===== src/vr_seq_pkg.sv =====
// Constants, register map and state encodings of the regulator sequencer.
// Assumes a single 25 MHz clock and synchronised comparator inputs.
package vr_seq_pkg;

  // ----------------------------------------------------------------
  // Timing
  // ----------------------------------------------------------------
  localparam int CLK_HZ         = 25_000_000;
  localparam int START_DELAY_US = 200;
  localparam int START_CYC      = START_DELAY_US * (CLK_HZ / 1_000_000);
  localparam int STOP_DELAY_NS  = 300;
  localparam int STOP_CYC       = (STOP_DELAY_NS * (CLK_HZ / 1_000_000) + 999) / 1000;
  localparam int OFF_PULSE_CYC  = 1;
  localparam int DLY_W          = 16;

  // ----------------------------------------------------------------
  // Register map
  // ----------------------------------------------------------------
  localparam logic [7:0] ADDR_SLEW      = 8'h40;
  localparam int         SLEW_BIT       = 1;
  localparam logic [7:0] ADDR_BOOT      = 8'h45;
  localparam int         BOOT_LSB       = 1;
  localparam logic [7:0] ADDR_LOW       = 8'h4F;
  localparam int         LOW_LSB        = 4;
  localparam logic [7:0] ADDR_BAL_FIRST = 8'h11;
  localparam logic [7:0] ADDR_BAL_LAST  = 8'h20;
  localparam int         BAL_REGS       = 16;
  localparam logic [7:0] ADDR_TBAL_A    = 8'h55;
  localparam int         TBAL_A_LSB     = 3;
  localparam logic [7:0] ADDR_TBAL_B    = 8'h5F;
  localparam int         TBAL_B_LSB     = 0;
  localparam logic [7:0] REG_RESET      = 8'h00;
  localparam int         PHASE_W        = 3;

  // ----------------------------------------------------------------
  // Encodings
  // ----------------------------------------------------------------
  typedef enum logic [3:0] {
    S_OFF     = 4'h0,
    S_STRAP   = 4'h1,
    S_DELAY   = 4'h3,
    S_SOFT    = 4'h2,
    S_RUN     = 4'h6,
    S_STANDBY = 4'h7,
    S_STOP    = 4'h5,
    S_PULSE   = 4'h4
  } seq_state_t;

  typedef enum logic [1:0] {
    MODE_LOW  = 2'h0,
    MODE_AUTO = 2'h1,
    MODE_HIGH = 2'h3
  } phase_mode_t;

endpackage : vr_seq_pkg


===== src/phase_count_select.sv =====
// Chooses the running phase count from mode, boot state, straps and fields.
// Assumes boot_code, low_code and max_code are flop outputs of the sequencer; mode, boot and auto_code are not.
`timescale 1ns/1ps
module phase_count_select
  import vr_seq_pkg::*;
(
  input  wire vr_seq_pkg::phase_mode_t mode,
  input  wire logic                    boot,
  input  wire logic [PHASE_W-1:0]      boot_code,
  input  wire logic [PHASE_W-1:0]      low_code,
  input  wire logic [PHASE_W-1:0]      max_code,
  input  wire logic [PHASE_W-1:0]      auto_code,
  output logic      [PHASE_W-1:0]      count_code
);

  // ----------------------------------------------------------------
  // Selection
  // ----------------------------------------------------------------
  function automatic logic [PHASE_W-1:0] clamp(input logic [PHASE_W-1:0] c,
                                               input logic [PHASE_W-1:0] m);
    clamp = (c > m) ? m : c;
  endfunction : clamp

  always_comb
  begin
    if (boot)
      count_code = clamp(boot_code, max_code);
    else
    begin
      unique case (mode)
        MODE_HIGH: count_code = max_code;
        MODE_AUTO: count_code = clamp(auto_code, max_code);
        default:   count_code = clamp(low_code, max_code);
      endcase
    end
  end

endmodule : phase_count_select


===== src/vr_sequence_and_phase_mode_ctrl.sv =====
// Power-on/off sequencer, reference-adjust gating and phase mode control.
// Assumes comparator results are already synchronous to clk.
`timescale 1ns/1ps

// What this block does
// Enable re-toggle after first power-on skips strap detection.
// Wait about 200 us after enable before soft-start.
// Phases tri-stated in start delay; nominal reference driven in smart-stage mode.
// Re-toggle uses slew latched from ramp strap at first power-on.
// Configuration kept across enable toggles, cleared only by power-on reset.
// Register access only after power-on sequence; host waits too.
// Enable low: stop switching after 300 ns, tri-state all phases.
// Power-good pulled low when switching stops.
// One short low pulse on every phase before tri-state.
// Output-sense discharge switch on at power-off.
// Reference output discharged at enable low in smart-stage mode.
// Reference-adjust output follows the duty voltage-select input.
// Reference-adjust only after power-good; high impedance before.
// Boot mode ignores duty input and runs the boot phase count.
// Reference below standby threshold: standby, phases tri-stated.
// Exit standby above exit threshold, reboot with boot phase count.
// Power-good stays high throughout standby.
// Per-phase balance registers and total balance gain fields provided.
// Host drives power-state input inside the recommended bands.
// Low-phase mode runs strap or register count, 000 one phase.
// High-phase mode runs maximum count sensed at first power-on.
// Automatic shedding only in middle band, tracking load.
// Power-good latched at reference after soft-start, dropped on trips.
// Comparators are synchronous inputs; delays counted on clk.
module vr_sequence_and_phase_mode_ctrl
  import vr_seq_pkg::*;
#(
  parameter int START_DELAY_CYCLES = START_CYC,
  parameter int PHASES             = 8
)
(
  input  wire logic                          clk,
  input  wire logic                          srst,
  input  wire logic                          ce,
  input  wire logic                          enable_on,
  input  wire logic                          enable_off,
  input  wire logic                          output_at_reference,
  input  wire logic                          protection_trip,
  input  wire logic                          reference_level_low,
  input  wire logic                          reference_level_high,
  input  wire logic                          power_state_high,
  input  wire logic                          power_state_mid,
  input  wire logic                          smart_stage_mode,
  input  wire logic                          ramp_strap,
  input  wire logic [vr_seq_pkg::PHASE_W-1:0] low_phase_strap,
  input  wire logic [vr_seq_pkg::PHASE_W-1:0] boot_phase_strap,
  input  wire logic [PHASES-1:0]             phase_sense_inputs,
  input  wire logic [vr_seq_pkg::PHASE_W-1:0] auto_shed_phases,
  input  wire logic                          duty_voltage_select_in,
  input  wire logic                          reg_wr,
  input  wire logic                          reg_rd,
  input  wire logic [7:0]                    reg_addr,
  input  wire logic [7:0]                    reg_wdata,
  output logic      [7:0]                    reg_rdata,
  output logic                               reg_ack,
  output logic      [PHASES-1:0]             phase_enable,
  output logic                               pwm_tristate,
  output logic                               pwm_low_pulse,
  output logic      [vr_seq_pkg::PHASE_W-1:0] active_phase_code,
  output logic                               soft_start_active,
  output logic                               soft_start_slew,
  output logic                               power_good_out_o,
  output logic                               power_good_out_oe,
  output logic                               reference_adjust_out,
  output logic                               reference_adjust_out_oe,
  output logic                               reference_level_nominal,
  output logic                               reference_level_discharge,
  output logic                               output_sense_discharge,
  output logic                               boot_mode,
  output logic                               standby_mode,
  output logic                               high_phase_mode,
  output logic                               auto_shed_mode,
  output logic                               low_phase_mode,
  output logic      [8*vr_seq_pkg::BAL_REGS-1:0] balance_settings,
  output logic      [1:0]                    total_balance_gain_a,
  output logic      [1:0]                    total_balance_gain_b
);
  import vr_seq_pkg::*;

  // ----------------------------------------------------------------
  // Elaboration checks
  // ----------------------------------------------------------------
  if (START_DELAY_CYCLES < 1 || START_DELAY_CYCLES >= (1 << DLY_W))
    $error("START_DELAY_CYCLES out of range");
  if (PHASES != (1 << PHASE_W))
    $error("PHASES must match the 3-bit phase code");

  // ----------------------------------------------------------------
  // Declarations
  // ----------------------------------------------------------------
  seq_state_t         state;
  seq_state_t         next_state;
  phase_mode_t        mode;
  logic [DLY_W-1:0]   dly;
  logic               first_done;
  logic               seq_done;
  logic               fault;
  logic               power_good_out;
  logic [7:0]         cfg_slew;
  logic [7:0]         cfg_boot;
  logic [7:0]         cfg_low;
  logic [7:0]         cfg_tbal_a;
  logic [7:0]         cfg_tbal_b;
  logic [PHASE_W-1:0] max_code;
  logic [PHASE_W-1:0] next_code;
  logic [7:0]         bal [BAL_REGS];
  logic               wr_ok;
  logic               rd_ok;
  logic               switching;

  function automatic logic [PHASE_W-1:0] populated(input logic [PHASES-1:0] s);
    logic [PHASE_W-1:0] n;
    logic               run;
    n   = '0;
    run = 1'b1;
    for (int i = 1; i < PHASES; i++)
    begin
      run = run & s[i];
      if (run)
        n = PHASE_W'(i);
    end
    populated = n;
  endfunction : populated

  function automatic logic to_mask_bits(input logic [PHASE_W-1:0] c,
                                        input int i);
    to_mask_bits = (PHASE_W'(i) <= c);
  endfunction : to_mask_bits

  // ----------------------------------------------------------------
  // Sequencer
  // ----------------------------------------------------------------
  always_comb
  begin
    next_state = state;
    unique case (state)
      S_OFF:
        if (enable_on && !fault)
          next_state = first_done ? S_DELAY : S_STRAP;
      S_STRAP:
        next_state = S_DELAY;
      S_DELAY:
        if (enable_off)
          next_state = S_OFF;
        else if (dly == '0)
          next_state = S_SOFT;
      S_SOFT, S_RUN, S_STANDBY:
        if (enable_off)
          next_state = S_STOP;
        else if (protection_trip)
          next_state = S_PULSE;
        else if (state == S_SOFT && output_at_reference)
          next_state = S_RUN;
        else if (state == S_RUN && reference_level_low)
          next_state = S_STANDBY;
        else if (state == S_STANDBY && reference_level_high)
          next_state = S_SOFT;
      S_STOP:
        if (dly == '0)
          next_state = S_PULSE;
      S_PULSE:
        if (dly == '0)
          next_state = S_OFF;
      default:
        next_state = S_OFF;
    endcase
  end

  always_ff @(posedge clk)
  begin
    if (srst)
      state <= S_OFF;
    else if (ce)
      state <= next_state;
  end

  // Shared delay counter, loaded on entry to each timed state
  always_ff @(posedge clk)
  begin
    if (srst)
      dly <= '0;
    else if (ce)
    begin
      if (next_state != state && next_state == S_DELAY)
        dly <= DLY_W'(START_DELAY_CYCLES - 1);
      else if (next_state != state && next_state == S_STOP)
        dly <= DLY_W'(STOP_CYC - 1);
      else if (next_state != state && next_state == S_PULSE)
        dly <= DLY_W'(OFF_PULSE_CYC - 1);
      else if (dly != '0)
        dly <= dly - 1'b1;
    end
  end

  // Fault latch cleared only by enable going low
  always_ff @(posedge clk)
  begin
    if (srst)
      fault <= 1'b0;
    else if (ce)
    begin
      if (protection_trip && state inside {S_SOFT, S_RUN, S_STANDBY})
        fault <= 1'b1;
      else if (enable_off)
        fault <= 1'b0;
    end
  end

  always_ff @(posedge clk)
  begin
    if (srst)
    begin
      first_done <= 1'b0;
      seq_done   <= 1'b0;
    end
    else if (ce)
    begin
      if (state == S_STRAP)
        first_done <= 1'b1;
      if (next_state == S_RUN)
        seq_done <= 1'b1;
    end
  end

  // Power-good latch: held through standby, dropped when the stop delay ends or at trip
  always_ff @(posedge clk)
  begin
    if (srst)
      power_good_out <= 1'b0;
    else if (ce)
    begin
      if (next_state == S_PULSE || next_state == S_OFF)
        power_good_out <= 1'b0;
      else if (state == S_SOFT && next_state == S_RUN)
        power_good_out <= 1'b1;
    end
  end

  // ----------------------------------------------------------------
  // Configuration registers, kept until power-on reset
  // ----------------------------------------------------------------
  assign wr_ok = reg_wr && seq_done;
  assign rd_ok = reg_rd && seq_done;

  always_ff @(posedge clk)
  begin
    if (srst)
    begin
      cfg_slew   <= REG_RESET;
      cfg_boot   <= REG_RESET;
      cfg_low    <= REG_RESET;
      cfg_tbal_a <= REG_RESET;
      cfg_tbal_b <= REG_RESET;
      max_code   <= '0;
    end
    else if (ce)
    begin
      if (state == S_STRAP)
      begin
        cfg_slew[SLEW_BIT]                <= ramp_strap;
        cfg_boot[BOOT_LSB+:PHASE_W]       <= boot_phase_strap;
        cfg_low[LOW_LSB+:PHASE_W]         <= low_phase_strap;
        max_code                          <= populated(phase_sense_inputs);
      end
      else if (wr_ok)
      begin
        unique case (reg_addr)
          ADDR_SLEW:   cfg_slew   <= reg_wdata;
          ADDR_BOOT:   cfg_boot   <= reg_wdata;
          ADDR_LOW:    cfg_low    <= reg_wdata;
          ADDR_TBAL_A: cfg_tbal_a <= reg_wdata;
          ADDR_TBAL_B: cfg_tbal_b <= reg_wdata;
          default:     cfg_slew   <= cfg_slew;
        endcase
      end
    end
  end

  always_ff @(posedge clk)
  begin
    if (srst)
    begin
      for (int i = 0; i < BAL_REGS; i++)
        bal[i] <= REG_RESET;
    end
    else if (ce && wr_ok && reg_addr >= ADDR_BAL_FIRST && reg_addr <= ADDR_BAL_LAST)
      bal[4'(reg_addr - ADDR_BAL_FIRST)] <= reg_wdata;
  end

  always_ff @(posedge clk)
  begin
    if (srst)
    begin
      reg_rdata <= '0;
      reg_ack   <= 1'b0;
    end
    else if (ce)
    begin
      reg_ack <= wr_ok || rd_ok;
      if (rd_ok)
      begin
        if (reg_addr >= ADDR_BAL_FIRST && reg_addr <= ADDR_BAL_LAST)
          reg_rdata <= bal[4'(reg_addr - ADDR_BAL_FIRST)];
        else if (reg_addr == ADDR_SLEW)
          reg_rdata <= cfg_slew;
        else if (reg_addr == ADDR_BOOT)
          reg_rdata <= cfg_boot;
        else if (reg_addr == ADDR_LOW)
          reg_rdata <= cfg_low;
        else if (reg_addr == ADDR_TBAL_A)
          reg_rdata <= cfg_tbal_a;
        else if (reg_addr == ADDR_TBAL_B)
          reg_rdata <= cfg_tbal_b;
        else
          reg_rdata <= '0;
      end
    end
  end

  always_comb
  begin
    for (int i = 0; i < BAL_REGS; i++)
      balance_settings[8*i+:8] = bal[i];
  end

  assign total_balance_gain_a = cfg_tbal_a[TBAL_A_LSB+:2];
  assign total_balance_gain_b = cfg_tbal_b[TBAL_B_LSB+:2];
  assign soft_start_slew      = cfg_slew[SLEW_BIT];

  // ----------------------------------------------------------------
  // Phase mode and count
  // ----------------------------------------------------------------
  always_comb
  begin
    if (power_state_high)
      mode = MODE_HIGH;
    else if (power_state_mid)
      mode = MODE_AUTO;
    else
      mode = MODE_LOW;
  end

  phase_count_select u_count (
    .mode       (mode),
    .boot       (boot_mode),
    .boot_code  (cfg_boot[BOOT_LSB+:PHASE_W]),
    .low_code   (cfg_low[LOW_LSB+:PHASE_W]),
    .max_code   (max_code),
    .auto_code  (auto_shed_phases),
    .count_code (next_code)
  );

  always_ff @(posedge clk)
  begin
    if (srst)
      active_phase_code <= '0;
    else if (ce)
      active_phase_code <= next_code;
  end

  always_ff @(posedge clk)
  begin
    if (srst)
      reference_adjust_out <= 1'b0;
    else if (ce)
      reference_adjust_out <= duty_voltage_select_in;
  end

  // ----------------------------------------------------------------
  // Output decode
  // ----------------------------------------------------------------
  assign switching = state inside {S_SOFT, S_RUN, S_STOP};
  always_comb
  begin
    for (int i = 0; i < PHASES; i++)
      phase_enable[i] = switching && to_mask_bits(active_phase_code, i);
  end

  assign pwm_tristate      = !switching && state != S_PULSE;
  assign pwm_low_pulse     = state == S_PULSE;
  assign soft_start_active = state == S_SOFT;
  assign boot_mode         = state inside {S_DELAY, S_SOFT};
  assign standby_mode      = state == S_STANDBY;
  assign high_phase_mode   = mode == MODE_HIGH;
  assign auto_shed_mode    = mode == MODE_AUTO;
  assign low_phase_mode    = mode == MODE_LOW;
  assign power_good_out_o  = 1'b0;
  assign power_good_out_oe = !power_good_out;
  assign reference_adjust_out_oe = power_good_out && state inside {S_RUN, S_STANDBY};
  assign reference_level_nominal = smart_stage_mode && state == S_DELAY;
  assign reference_level_discharge = smart_stage_mode &&
    (state inside {S_STOP, S_PULSE} || (state == S_OFF && first_done));
  assign output_sense_discharge = state == S_PULSE || (state == S_OFF && first_done);

  // ----------------------------------------------------------------
  // Assertions
  // ----------------------------------------------------------------
  a_retoggle_skip: assert property (@(posedge clk) disable iff (srst)
    ce && state == S_OFF && first_done && enable_on && !fault |=> state == S_DELAY)
    else $error("re-toggle did not skip strap detection");

  a_delay_tristate: assert property (@(posedge clk) disable iff (srst)
    state == S_DELAY |-> pwm_tristate && phase_enable == '0
      && reference_level_nominal == smart_stage_mode)
    else $error("phases driven during start delay");

  a_reg_locked: assert property (@(posedge clk) disable iff (srst)
    ce && (reg_wr || reg_rd) && !seq_done |=> !reg_ack)
    else $error("register access before sequence end");

  a_stop_timing: assert property (@(posedge clk) disable iff (srst)
    ce && state == S_RUN && enable_off |=> state == S_STOP && dly == DLY_W'(STOP_CYC - 1))
    else $error("stop delay not started");

  a_pulse_power_good_out: assert property (@(posedge clk) disable iff (srst)
    state == S_PULSE |-> power_good_out_oe && pwm_low_pulse && !pwm_tristate)
    else $error("off pulse without power-good low");

  a_off_discharge: assert property (@(posedge clk) disable iff (srst)
    $rose(state == S_PULSE) |-> output_sense_discharge)
    else $error("output discharge missing at power-off");

  a_reference_adjust_out_hiz: assert property (@(posedge clk) disable iff (srst)
    !power_good_out || boot_mode |-> !reference_adjust_out_oe)
    else $error("reference adjust driven before power-good");

  a_reference_adjust_out_follow: assert property (@(posedge clk) disable iff (srst)
    ce && state == S_RUN ##1 ce |-> reference_adjust_out == $past(duty_voltage_select_in))
    else $error("reference adjust not following duty input");

  a_standby_power_good_out: assert property (@(posedge clk) disable iff (srst)
    state == S_STANDBY |-> !power_good_out_oe && pwm_tristate)
    else $error("power-good or phases wrong in standby");

  a_slew_kept: assert property (@(posedge clk) disable iff (srst)
    first_done && !wr_ok |=> $stable(soft_start_slew))
    else $error("slew setting changed without a register write");

endmodule : vr_sequence_and_phase_mode_ctrl


===== config.mk =====
export PLATFORM = sky130hd
export DESIGN_NAME = vr_sequence_and_phase_mode_ctrl
export DESIGN_NICKNAME = d
export VERILOG_FILES = /design/src/vr_seq_pkg.sv /design/src/phase_count_select.sv /design/src/vr_sequence_and_phase_mode_ctrl.sv
export SDC_FILE = /design/constraint.sdc
export NUM_CORES = 1
export LEC_CHECK = 0
export ABC_CLOCK_PERIOD_IN_PS = 3140
export CAP_MARGIN = 30
export CORE_ASPECT_RATIO = 1.75
export CORE_MARGIN = 1
export CORE_UTILIZATION = 45
export DETAILED_ROUTE_END_ITERATION = 16
export DONT_BUFFER_PORTS = 1
export GPL_TIMING_DRIVEN = 0
export PLACE_DENSITY = 0.67
export SKIP_CTS_REPAIR_TIMING = 1
export SLEW_MARGIN = 10
export SYNTH_ARGS = -nofsm -noshare
export SYNTH_HDL_FRONTEND = slang
export SYNTH_SLANG_ARGS = --single-unit

===== constraint.sdc =====
create_clock -name clk -period 3.14 [get_ports clk]
set_input_delay 0.157 -clock clk [delete_from_list [all_inputs] [get_ports clk]]
set_output_delay 0.157 -clock clk [all_outputs]
set_load 0.03 [all_outputs]

==> flow_summary.ini, run 1 <==
[detailed_routing]
first_iter_violations = 699
wl_um = 34400
num_vias = 7992
drtAntennaViolNets = 0
wl_met3_um = 2610
vias_per_cell = 6.10
top_layer = met4
drt_pass1_iterations = 6
wl_met2_um = 19000
wire_per_inst_um = 26.3
drc = 0
drt-met1-wl_um = 11000

[setup_path]
crit_path_start_kind = primary input
crit_type = in -> reg
cp-end-kind = register
arrival_ps = 3210
worstPathMaxFanout = 16
required_ps = 3360

[place]
place_ws_ps = -780
place_area_sq_mm = 0.0110
post-dp-hpwl_um = 26500
port_buffers = 0
gp_congestion = 0.961

[yosys]
synth.most_common_cell = and2_1
ys_top_cells_by_count = and2_1 (135), edfxtp_1 (128), nor2_1 (95)
async_flop_share_pct = 0
synth-edff-count = 128
ys_seq_area_share_pct = 51.4
synth_cells = 949
synthTopCellsByArea = edfxtp_1 (36%), dfxtp_1 (15%), mux4_2 (8.5%), and2_1 (8.0%), nor2_1 (3.4%)
yosys_warnings = 0
syn_area_sq_mm = 0.0106
syn_nets = 1013
synth_ff_type = edfxtp_1
yosys.area.top_type_share_pct = 36.3
avgSynthCellArea_sq_um = 11.2
ys_seq_elements = 208
yosysTopAreaCell = edfxtp_1
yosysUniqueCellTypes = 69

[timing]
clock_skew_ps = 11.2
hold_viol_final = 7
min_period_ps = 2990
holdWs_ps = -35.2
setup-violations-final = 0
tns_ps = 0
tightestPinTransition_ps = 965
relSlewSlack_pct = 35.5
min_period_over_period_pct = 95.1
slew_violations = 0
worst_slack_ps = 154
fmax_mhz = 335
rsz0062_at_grt = yes

[pwr]
power_density_mw_per_mm2 = 591
ir_drop_uv = 472
p_leak_nw = 4.25

[layout]
nets = 1060
drive_gt1_share_pct = 13.7
multi_input_area_sq_mm = 0.00490
finish.instance_area_sq_mm = 0.0119
seq_area_sq_mm = 0.00545
fillerInstances = 2043
area_delta_synth_final_pct = 12.6
diodes = 0

[cts]
path_clk_slew_ps = 60
htree_levels = 1
clk-insertion-delay-late_ps = 520
clockBufferDepth = 3
cts-root-buf = clkbuf_16
clock_sinks = 208
tritoncts = done
cts_buffers = 21

[grt]
antenna_found_initial = 0
grt_pass1_vias = 7935
grt-ovfl-total = 0
grt_max_degree = 16
grt_use_total_pct = 28.4
grt_pass1_wl_um = 50700

[job]
drv_cap = 0

[floorplan]
ios = 217
rows = 73
die_w_um = 118
core-area_sq_mm = 0.0229
die_y_um = 205
start_util_pct = 46.2
die_area_sq_mm = 0.0242

[outcome]
status = complete, but fails checks
violations = hold timing

[worst_hold_path]
hp-class = in -> reg
power breakdown:
group | leakage [nW] | internal, mW | switching, mW
sequential | 1.97 | 3.05 | 0.316
clock | 0.312 | 1.34 | 1.09
combinational | 1.97 | 0.459 | 0.788
registers in the layout, summed over array words and instances (netlist names):
name                  flops
cfg_low                   8
state                     4
bal                     128
dly                      16
max_code                  3
cfg_boot                  8
seq_done                  1
cfg_slew                  8
cfg_tbal_a                8
active_phase_code         3
cfg_tbal_b                8
reference_adjust_out      1
power_good_out            1
fault                     1
reg_rdata                 8
first_done                1
reg_ack                   1
cells in the final DEF (no fill, tap or decap), drive strengths merged, types with 17 or more instances in the layout:
| cell type | n |
|---|---|
| clkbuf | 72 |
| edfxtp | 128 |
| and2 | 135 |
| nand4 | 17 |
| nand3 | 36 |
| mux4 | 40 |
| o21ai | 40 |
| inv | 22 |
| a21oi | 33 |
| nor2 | 97 |
| mux2i | 35 |
| buf | 28 |
| nor3 | 25 |
| dfxtp | 80 |
| nand2 | 36 |
routing by layer:
metal / vias to the layer above / track usage, %
met3: 78 / 6.68
met2: 312 / 55.1
met1: 3989 / 27.2
li1: 3613 / -
met4: 0 / 15.2
met5: - / 0
critical path: stages:
cell      delay [ps]
buf_2            290
inv_1            160
ha_1             270
or3b_1           430
or3b_1           440
a211oi_4         390
nand3_1          300
nor3b_4          470
or2_4            280
path summary, 6_finish.rpt:
kind	startpoint	endpoint	slack [ps]	cells after the start
worst min-delay path	phase_sense_inputs[4]	max_code[2]$_SDFFE_PP0P_	-40	4
worst min register to register	max_code[2]$_SDFFE_PP0P_	max_code[2]$_SDFFE_PP0P_	490	2
worst max-delay path	reg_addr[0]	bal[3][7]$_SDFFCE_PN0P_	150	9
worst max register to register	state[0]$_SDFFE_PP0P_	dly[13]$_SDFFE_PP0P_	160	8
metrics by stage:
| step | std cells | power [mW] | hold slack [ps] | util [%] |
|---|---|---|---|---|
| after floorplan | 949 | 4.24 | 304 | - |
| after global placement | 1249 | 4.58 | 311 | 47.8 |
| after detailed placement | 1255 | 4.61 | 322 | 48.0 |
| after CTS | 1292 | 7.00 | -213 | 50.8 |
| after global routing | 1310 | 7.28 | 1.26 | 52.0 |
| final | 1310 | 7.04 | -35.2 | 52.0 |
area by class of cell:
type	count	area share (%)
plain buffers	62	2.24
inverters	21	0.661
multi-input cells	657	41.1
well taps	300	3.15
clock buffers	25	4.62
flip-flops and latches	208	45.7
repair buffers	25	1.78
clock inverters	12	0.766
kinds of logic after synthesis:
| group | share of synthesized area, % |
|---|---|
| multiplexers | 11.8 |
| AO/OA/AOI/OAI | 10.3 |
| buffers and inverters | 3.26 |
| adder cells (fa/ha/maj) | 1.77 |
| AND/OR/NAND/NOR | 21.1 |
| flip-flops | 51.4 |
| XOR/XNOR | 0.248 |
| other | 0.0354 |
No activity file was read; power rests on OpenSTA's default activity.
==> run 2, diff against run 1 <==
--- a/config.mk
+++ b/config.mk
@@ -5,11 +5,12 @@
 export SDC_FILE = /design/constraint.sdc
 export NUM_CORES = 1
 export LEC_CHECK = 0
-export ABC_CLOCK_PERIOD_IN_PS = 3140
+export ABC_CLOCK_PERIOD_IN_PS = 2700
 export CAP_MARGIN = 30
-export CORE_ASPECT_RATIO = 1.75
+export CORE_ASPECT_RATIO = 0.5
 export CORE_MARGIN = 1
 export CORE_UTILIZATION = 45
+export CTS_CLUSTER_SIZE = 28
 export DETAILED_ROUTE_END_ITERATION = 16
 export DONT_BUFFER_PORTS = 1
 export GPL_TIMING_DRIVEN = 0
==> constraint.sdc (replaced) <==
create_clock -name clk -period 2.7 [get_ports clk]
set_input_delay 0.135 -clock clk [delete_from_list [all_inputs] [get_ports clk]]
set_output_delay 0.135 -clock clk [all_outputs]
set_load 0.03 [all_outputs]
==> flow_summary.ini, run 2 (synthesis results as in run 1) <==
[cts]
path_clk_slew_ps = 60
clockBufferDepth = 3
cts-root-buf = clkbuf_16
cts_buffers = 21
clk-insertion-delay-late_ps = 520
clock_sinks = 208
tritoncts = done
htree_levels = 1

[setup_path]
path_delay_family = compound AO/OA/AOI/OAI gates
critPathBufInv = 1
cp-end-kind = register
slowest_delay_ps = 580
crit-reg2reg-capture = dly[13]$_SDFFE_PP0P_
arrival_ps = 3190
required_ps = 3130
cp_cell_sequence = nor3_1 > a31oi_2 > o211a_1 > a2bb2oi_2 > o31ai_4 > buf_2 > nand4_1 > a31oi_1
reg2reg_from = state[0]$_SDFFE_PP0P_
reg2reg_setup_slack_ps = -60
worstPathMaxFanout = 10
crit_type = reg -> reg
reg2reg_depth = 8
crit_slowest_cell = a31oi_2
crit_path_start_kind = register

[layout]
top_register = bal
top_regs = bal: 128 flops, dly: 16 flops
instances_no_fill = 1332
area_delta_synth_final_pct = 15.6
nets = 1074
diodes = 0
most-common-layout-cells = and2_1 (135), edfxtp_1 (128), nor2_1 (94)
largest_reg_flops = 128
postLayoutCoreUtil_pct = 53.4
drive_gt1_share_pct = 15.7
final_common_cell = and2_1
multi_input_area_sq_mm = 0.00501
fillerInstances = 1957
seq_area_sq_mm = 0.00545

[outcome]
status = complete, but fails checks
violations = hold timing, setup timing

[timing]
hold_viol_final = 5
clock_skew_ps = 14.0
rsz0062_at_grt = yes
fmax_mhz = 362
min_period_ps = 2760
slew_violations = 0
relSlewSlack_pct = 35.8
min_period_over_period_pct = 102
setup-violations-final = 3
holdWs_ps = -65.0
tightestPinTransition_ps = 955
worst_slack_ps = -62.0

[grt]
grt_pass1_vias = 7862
antenna_found_initial = 2
grt_use_total_pct = 27.4
grt_max_degree = 15
grt-ovfl-total = 0
grt_pass1_wl_um = 49700

[floorplan]
die_w_um = 219
core-area_sq_mm = 0.0229
start_util_pct = 46.2
ios = 217
rows = 39
die_area_sq_mm = 0.0242
die_y_um = 110

[worst_hold_path]
min_from = phase_sense_inputs[4]
hold_depth = 4
min_delay_worst_endpoint = max_code[2]$_SDFFE_PP0P_
hp-class = in -> reg

[place]
placed_cells = 1263
place_ws_ps = -848
port_buffers = 0
post-dp-hpwl_um = 24600
gp_congestion = 0.922

[detailed_routing]
wl_um = 34000
drc = 0
first_iter_violations = 883
vias_per_cell = 6.17
drtAntennaViolNets = 0
wire_per_inst_um = 25.5
num_vias = 8223
drt_pass1_iterations = 5

[job]
drv_cap = 0

[pwr]
p_leak_nw = 4.43
ir_drop_uv = 473
power_density_mw_per_mm2 = 680
-- run 2: changes by cell type in the layout (fill, tap and decap cells not counted), sizes merged --
cell         delta
clkinv          -2
clkbuf          +3
dlygate4sd3     +3
buf            +12
clkinvlp        -1
-- run 2: per-layer routing --
layer | part of all wire (%) | track usage (%) | wire length (um) | vias up
met5 | 0 | 0 | 0 | -
met4 | 3.6 | 9.77 | 1230 | 0
met3 | 10 | 8.10 | 3460 | 84
met2 | 46 | 42.1 | 15500 | 403
met1 | 40 | 36.7 | 13800 | 4095
li1 | - | - | - | 3641
-- run 2: final cells by class --
| cell class | count | share of cell area, % |
|---|---|---|
| inverters | 21 | 0.685 |
| clock inverters | 9 | 0.613 |
| flip-flops and latches | 208 | 44.5 |
| multi-input cells | 657 | 41.0 |
| clock buffers | 29 | 4.80 |
| repair buffers | 38 | 2.78 |
| well taps | 307 | 3.14 |
| plain buffers | 63 | 2.52 |
-- run 2: worst max-delay path by stage --
stage / startpoint / end / slack, ps / cells after the start
2_1_floorplan: reg_addr[0] / bal[13][0]$_SDFFCE_PN0P_ / -110 / 11
3_3_place_gp: reg_addr[0] / bal[3][4]$_SDFFCE_PN0P_ / -800 / 10
3_5_place_dp: reg_addr[0] / bal[3][5]$_SDFFCE_PN0P_ / -850 / 10
4_1_cts: state[0]$_SDFFE_PP0P_ / phase_enable[3] / -340 / 5
5_1_grt: state[0]$_SDFFE_PP0P_ / dly[13]$_SDFFE_PP0P_ / -130 / 8
6_report: state[0]$_SDFFE_PP0P_ / dly[13]$_SDFFE_PP0P_ / -60 / 8
-- run 2: stage by stage --
stage	power, mW	area [sq um]	setup TNS [ps]
3_3_place_gp	5.32	11100	-127230
2_1_floorplan	4.95	10700	-1770
5_1_grt	8.59	12200	-995
4_1_cts	8.21	11800	-15730
3_5_place_dp	5.38	11200	-130020
6_report	8.32	12200	-115
-- run 2: tightest hold or removal path, delay by kind of cell --
kind,cells,cell delay [ps]
and+or+nand+nor,3,150
AOI/OAI and AO/OA,1,110
-- run 2: report_power, final --
part	switching, mW	leakage (nW)	internal [mW]
combinational	0.950	2.14	0.567
clock	1.26	0.317	1.62
sequential	0.372	1.97	3.55
==> run 3, diff against run 2 <==
--- a/config.mk
+++ b/config.mk
@@ -5,6 +5,7 @@
 export SDC_FILE = /design/constraint.sdc
 export NUM_CORES = 1
 export LEC_CHECK = 0
+export ABC_AREA = 1
 export ABC_CLOCK_PERIOD_IN_PS = 2700
 export CAP_MARGIN = 30
 export CORE_ASPECT_RATIO = 0.5
==> flow_summary.ini, run 3 <==
[outcome]
status = complete, but fails checks
violations = hold timing

[layout]
most-common-layout-cells = nor2_1 (286), nand2_1 (160), edfxtp_1 (128)
top_regs = bal: 128 flops, dly: 16 flops
drive_gt1_share_pct = 10.2
nets = 1381
diodes = 0
area_delta_synth_final_pct = 16.1
top_register = bal
instances_no_fill = 1629
largest_reg_flops = 128
final_common_cell = nor2_1

[yosys]
synth_adder_area_share_pct = 1.81
syn_area_sq_mm = 0.0104
synth-simple-area-share_pct = 22.9
muxShareOfSynthArea_pct = 0
yosys.area.top_type_share_pct = 37.0
synth_cells = 1254
syn_nets = 1318
ys_seq_elements = 208
synthTopCellsByArea = edfxtp_1 (37%), dfxtp_1 (15%), nor2_1 (10%), nand2_1 (6.7%), o21ai_0 (6.1%)
synth_ff_type = edfxtp_1
ys_seq_area_share_pct = 52.4
yosysTopAreaCell = edfxtp_1
synth_compound_area_share_pct = 15.3
synth.most_common_cell = nor2_1
async_flop_share_pct = 0
yosys_warnings = 0
ys_top_cells_by_count = nor2_1 (290), nand2_1 (185), edfxtp_1 (128)
synth-xor-area-share_pct = 1.10
yosysUniqueCellTypes = 47
avgSynthCellArea_sq_um = 8.28
synth_top_family_by_area = simple AND/OR/NAND/NOR gates
synth-edff-count = 128

[floorplan]
ios = 217
start_util_pct = 46.9
rows = 38
core-area_sq_mm = 0.0222
die_y_um = 109
die_w_um = 217
die_area_sq_mm = 0.0237

[detailed_routing]
drc = 0
drtAntennaViolNets = 0
num_vias = 9575
wl_um = 36400
wire_per_inst_um = 22.4
drt_pass1_iterations = 6
first_iter_violations = 928
vias_per_cell = 5.88

[cts]
cts-root-buf = clkbuf_16
htree_levels = 1
clock_sinks = 208
cts_buffers = 20
tritoncts = done
clk-insertion-delay-late_ps = 510
clockBufferDepth = 3
path_clk_slew_ps = 60

[setup_path]
cp-end-kind = output port
cp-startpoint = state[0]$_SDFFE_PP0P_
slowest_delay_ps = 340
required_ps = 2570
crit_slowest_cell = nor3_4
path_common_cell = inv_1
cp_cell_sequence = buf_6 > inv_2 > nor2_2 > nand2_1 > nand2_2 > inv_1 > nor2_4 > inv_1 > nor3_4
worstPathMaxFanout = 10
arrival_ps = 2450
crit_type = reg -> out
reg2reg_from = dly[0]$_SDFFE_PP0P_
crit_path_start_kind = register

[timing]
holdWs_ps = -24.5
hold_viol_final = 3
fmax_mhz = 387
setup-violations-final = 0
clock_skew_ps = 18.4
tightestPinTransition_ps = 962
min_period_over_period_pct = 95.7
min_period_ps = 2580
slew_violations = 0
tns_ps = 0
relSlewSlack_pct = 35.2

[place]
placed_cells = 1556
post-dp-hpwl_um = 26600
port_buffers = 0
gp_congestion = 0.969

[grt]
grt-ovfl-total = 0
grt_max_degree = 15
grt_pass1_vias = 8711
grt_use_total_pct = 29.8
grt_pass1_wl_um = 52800
antenna_found_initial = 0

[pwr]
power.total_mw = 7.63
swShare_pct = 29.6
seqPwrFrac_pct = 49.2
switchingPower_mw = 2.26
p_int_mw = 5.37
ir_drop_uv = 335
power_density_mw_per_mm2 = 633
p_leak_nw = 4.80
power_frac_comb_pct = 14.7
clkPwrFrac_pct = 36.1

[worst_hold_path]
min_from = enable_off
hp-class = in -> reg

[job]
drv_cap = 0
-- run 3: worst max-delay path: cells and delay by family, from the launching register on --
family                 cells  cell delay [ps]
buffers and inverters      4              560
DFF                        1              320
and+or+nand+nor            5             1060
-- run 3: power groups by stage --
stage	logic (mW)	clock network (mW)	registers, mW
3_5_place_dp	1.03	0	3.82
2_1_floorplan	0.753	0	3.77
5_1_grt	1.23	2.88	3.76
4_1_cts	1.04	2.76	3.75
3_3_place_gp	1.01	0	3.82
6_report	1.12	2.76	3.75
-- run 3: cell families after synthesis --
family | count (synthesis)
compound gates | 283
xor+xnor | 13
fa+ha+maj | 15
buf+inv | 165
flops | 208
other cells | 1
simple gates | 569
-- run 3: metrics by stage --
step / cell area (sq um) / utilization (%) / setup slack (ps)
floorplan: 10500 / - / 5.76
global placement: 10900 / 49.1 / -1300
detailed placement: 10900 / 49.2 / -1340
CTS: 11500 / 52.0 / -861
global route: 12100 / 54.4 / -18.2
finish: 12100 / 54.4 / 117
-- run 3: worst paths after layout --
path | endpoint | slack (ps) | cells past startpoint
min reg2reg | cfg_slew[7]$_SDFFE_PP0P_ | 460 | 2
max | phase_enable[7] | 120 | 9
max reg2reg | dly[3]$_SDFFE_PP0P_ | 240 | 16
min | fault$_SDFFE_PP0P_ | -20 | 3
-- run 3: layer usage --
metal | part of all wire (%) | up-vias | track usage, %
met5 | 0 | - | 0
met4 | 2.9 | 0 | 9.41
met3 | 11 | 75 | 9.21
met2 | 46 | 512 | 48.5
met1 | 41 | 4611 | 38.3
li1 | - | 4377 | -
-- run 3: cell type report --
type	instances	area, sq um
Inverter	105	394
Fill cell	2074	10100
Clock inverter	5	47.5
Sequential cell	208	5450
Buffer	60	298
Timing Repair Buffer	41	389
Multi-Input combinational cell	881	4530
Tap cell	300	375
Clock buffer	29	566
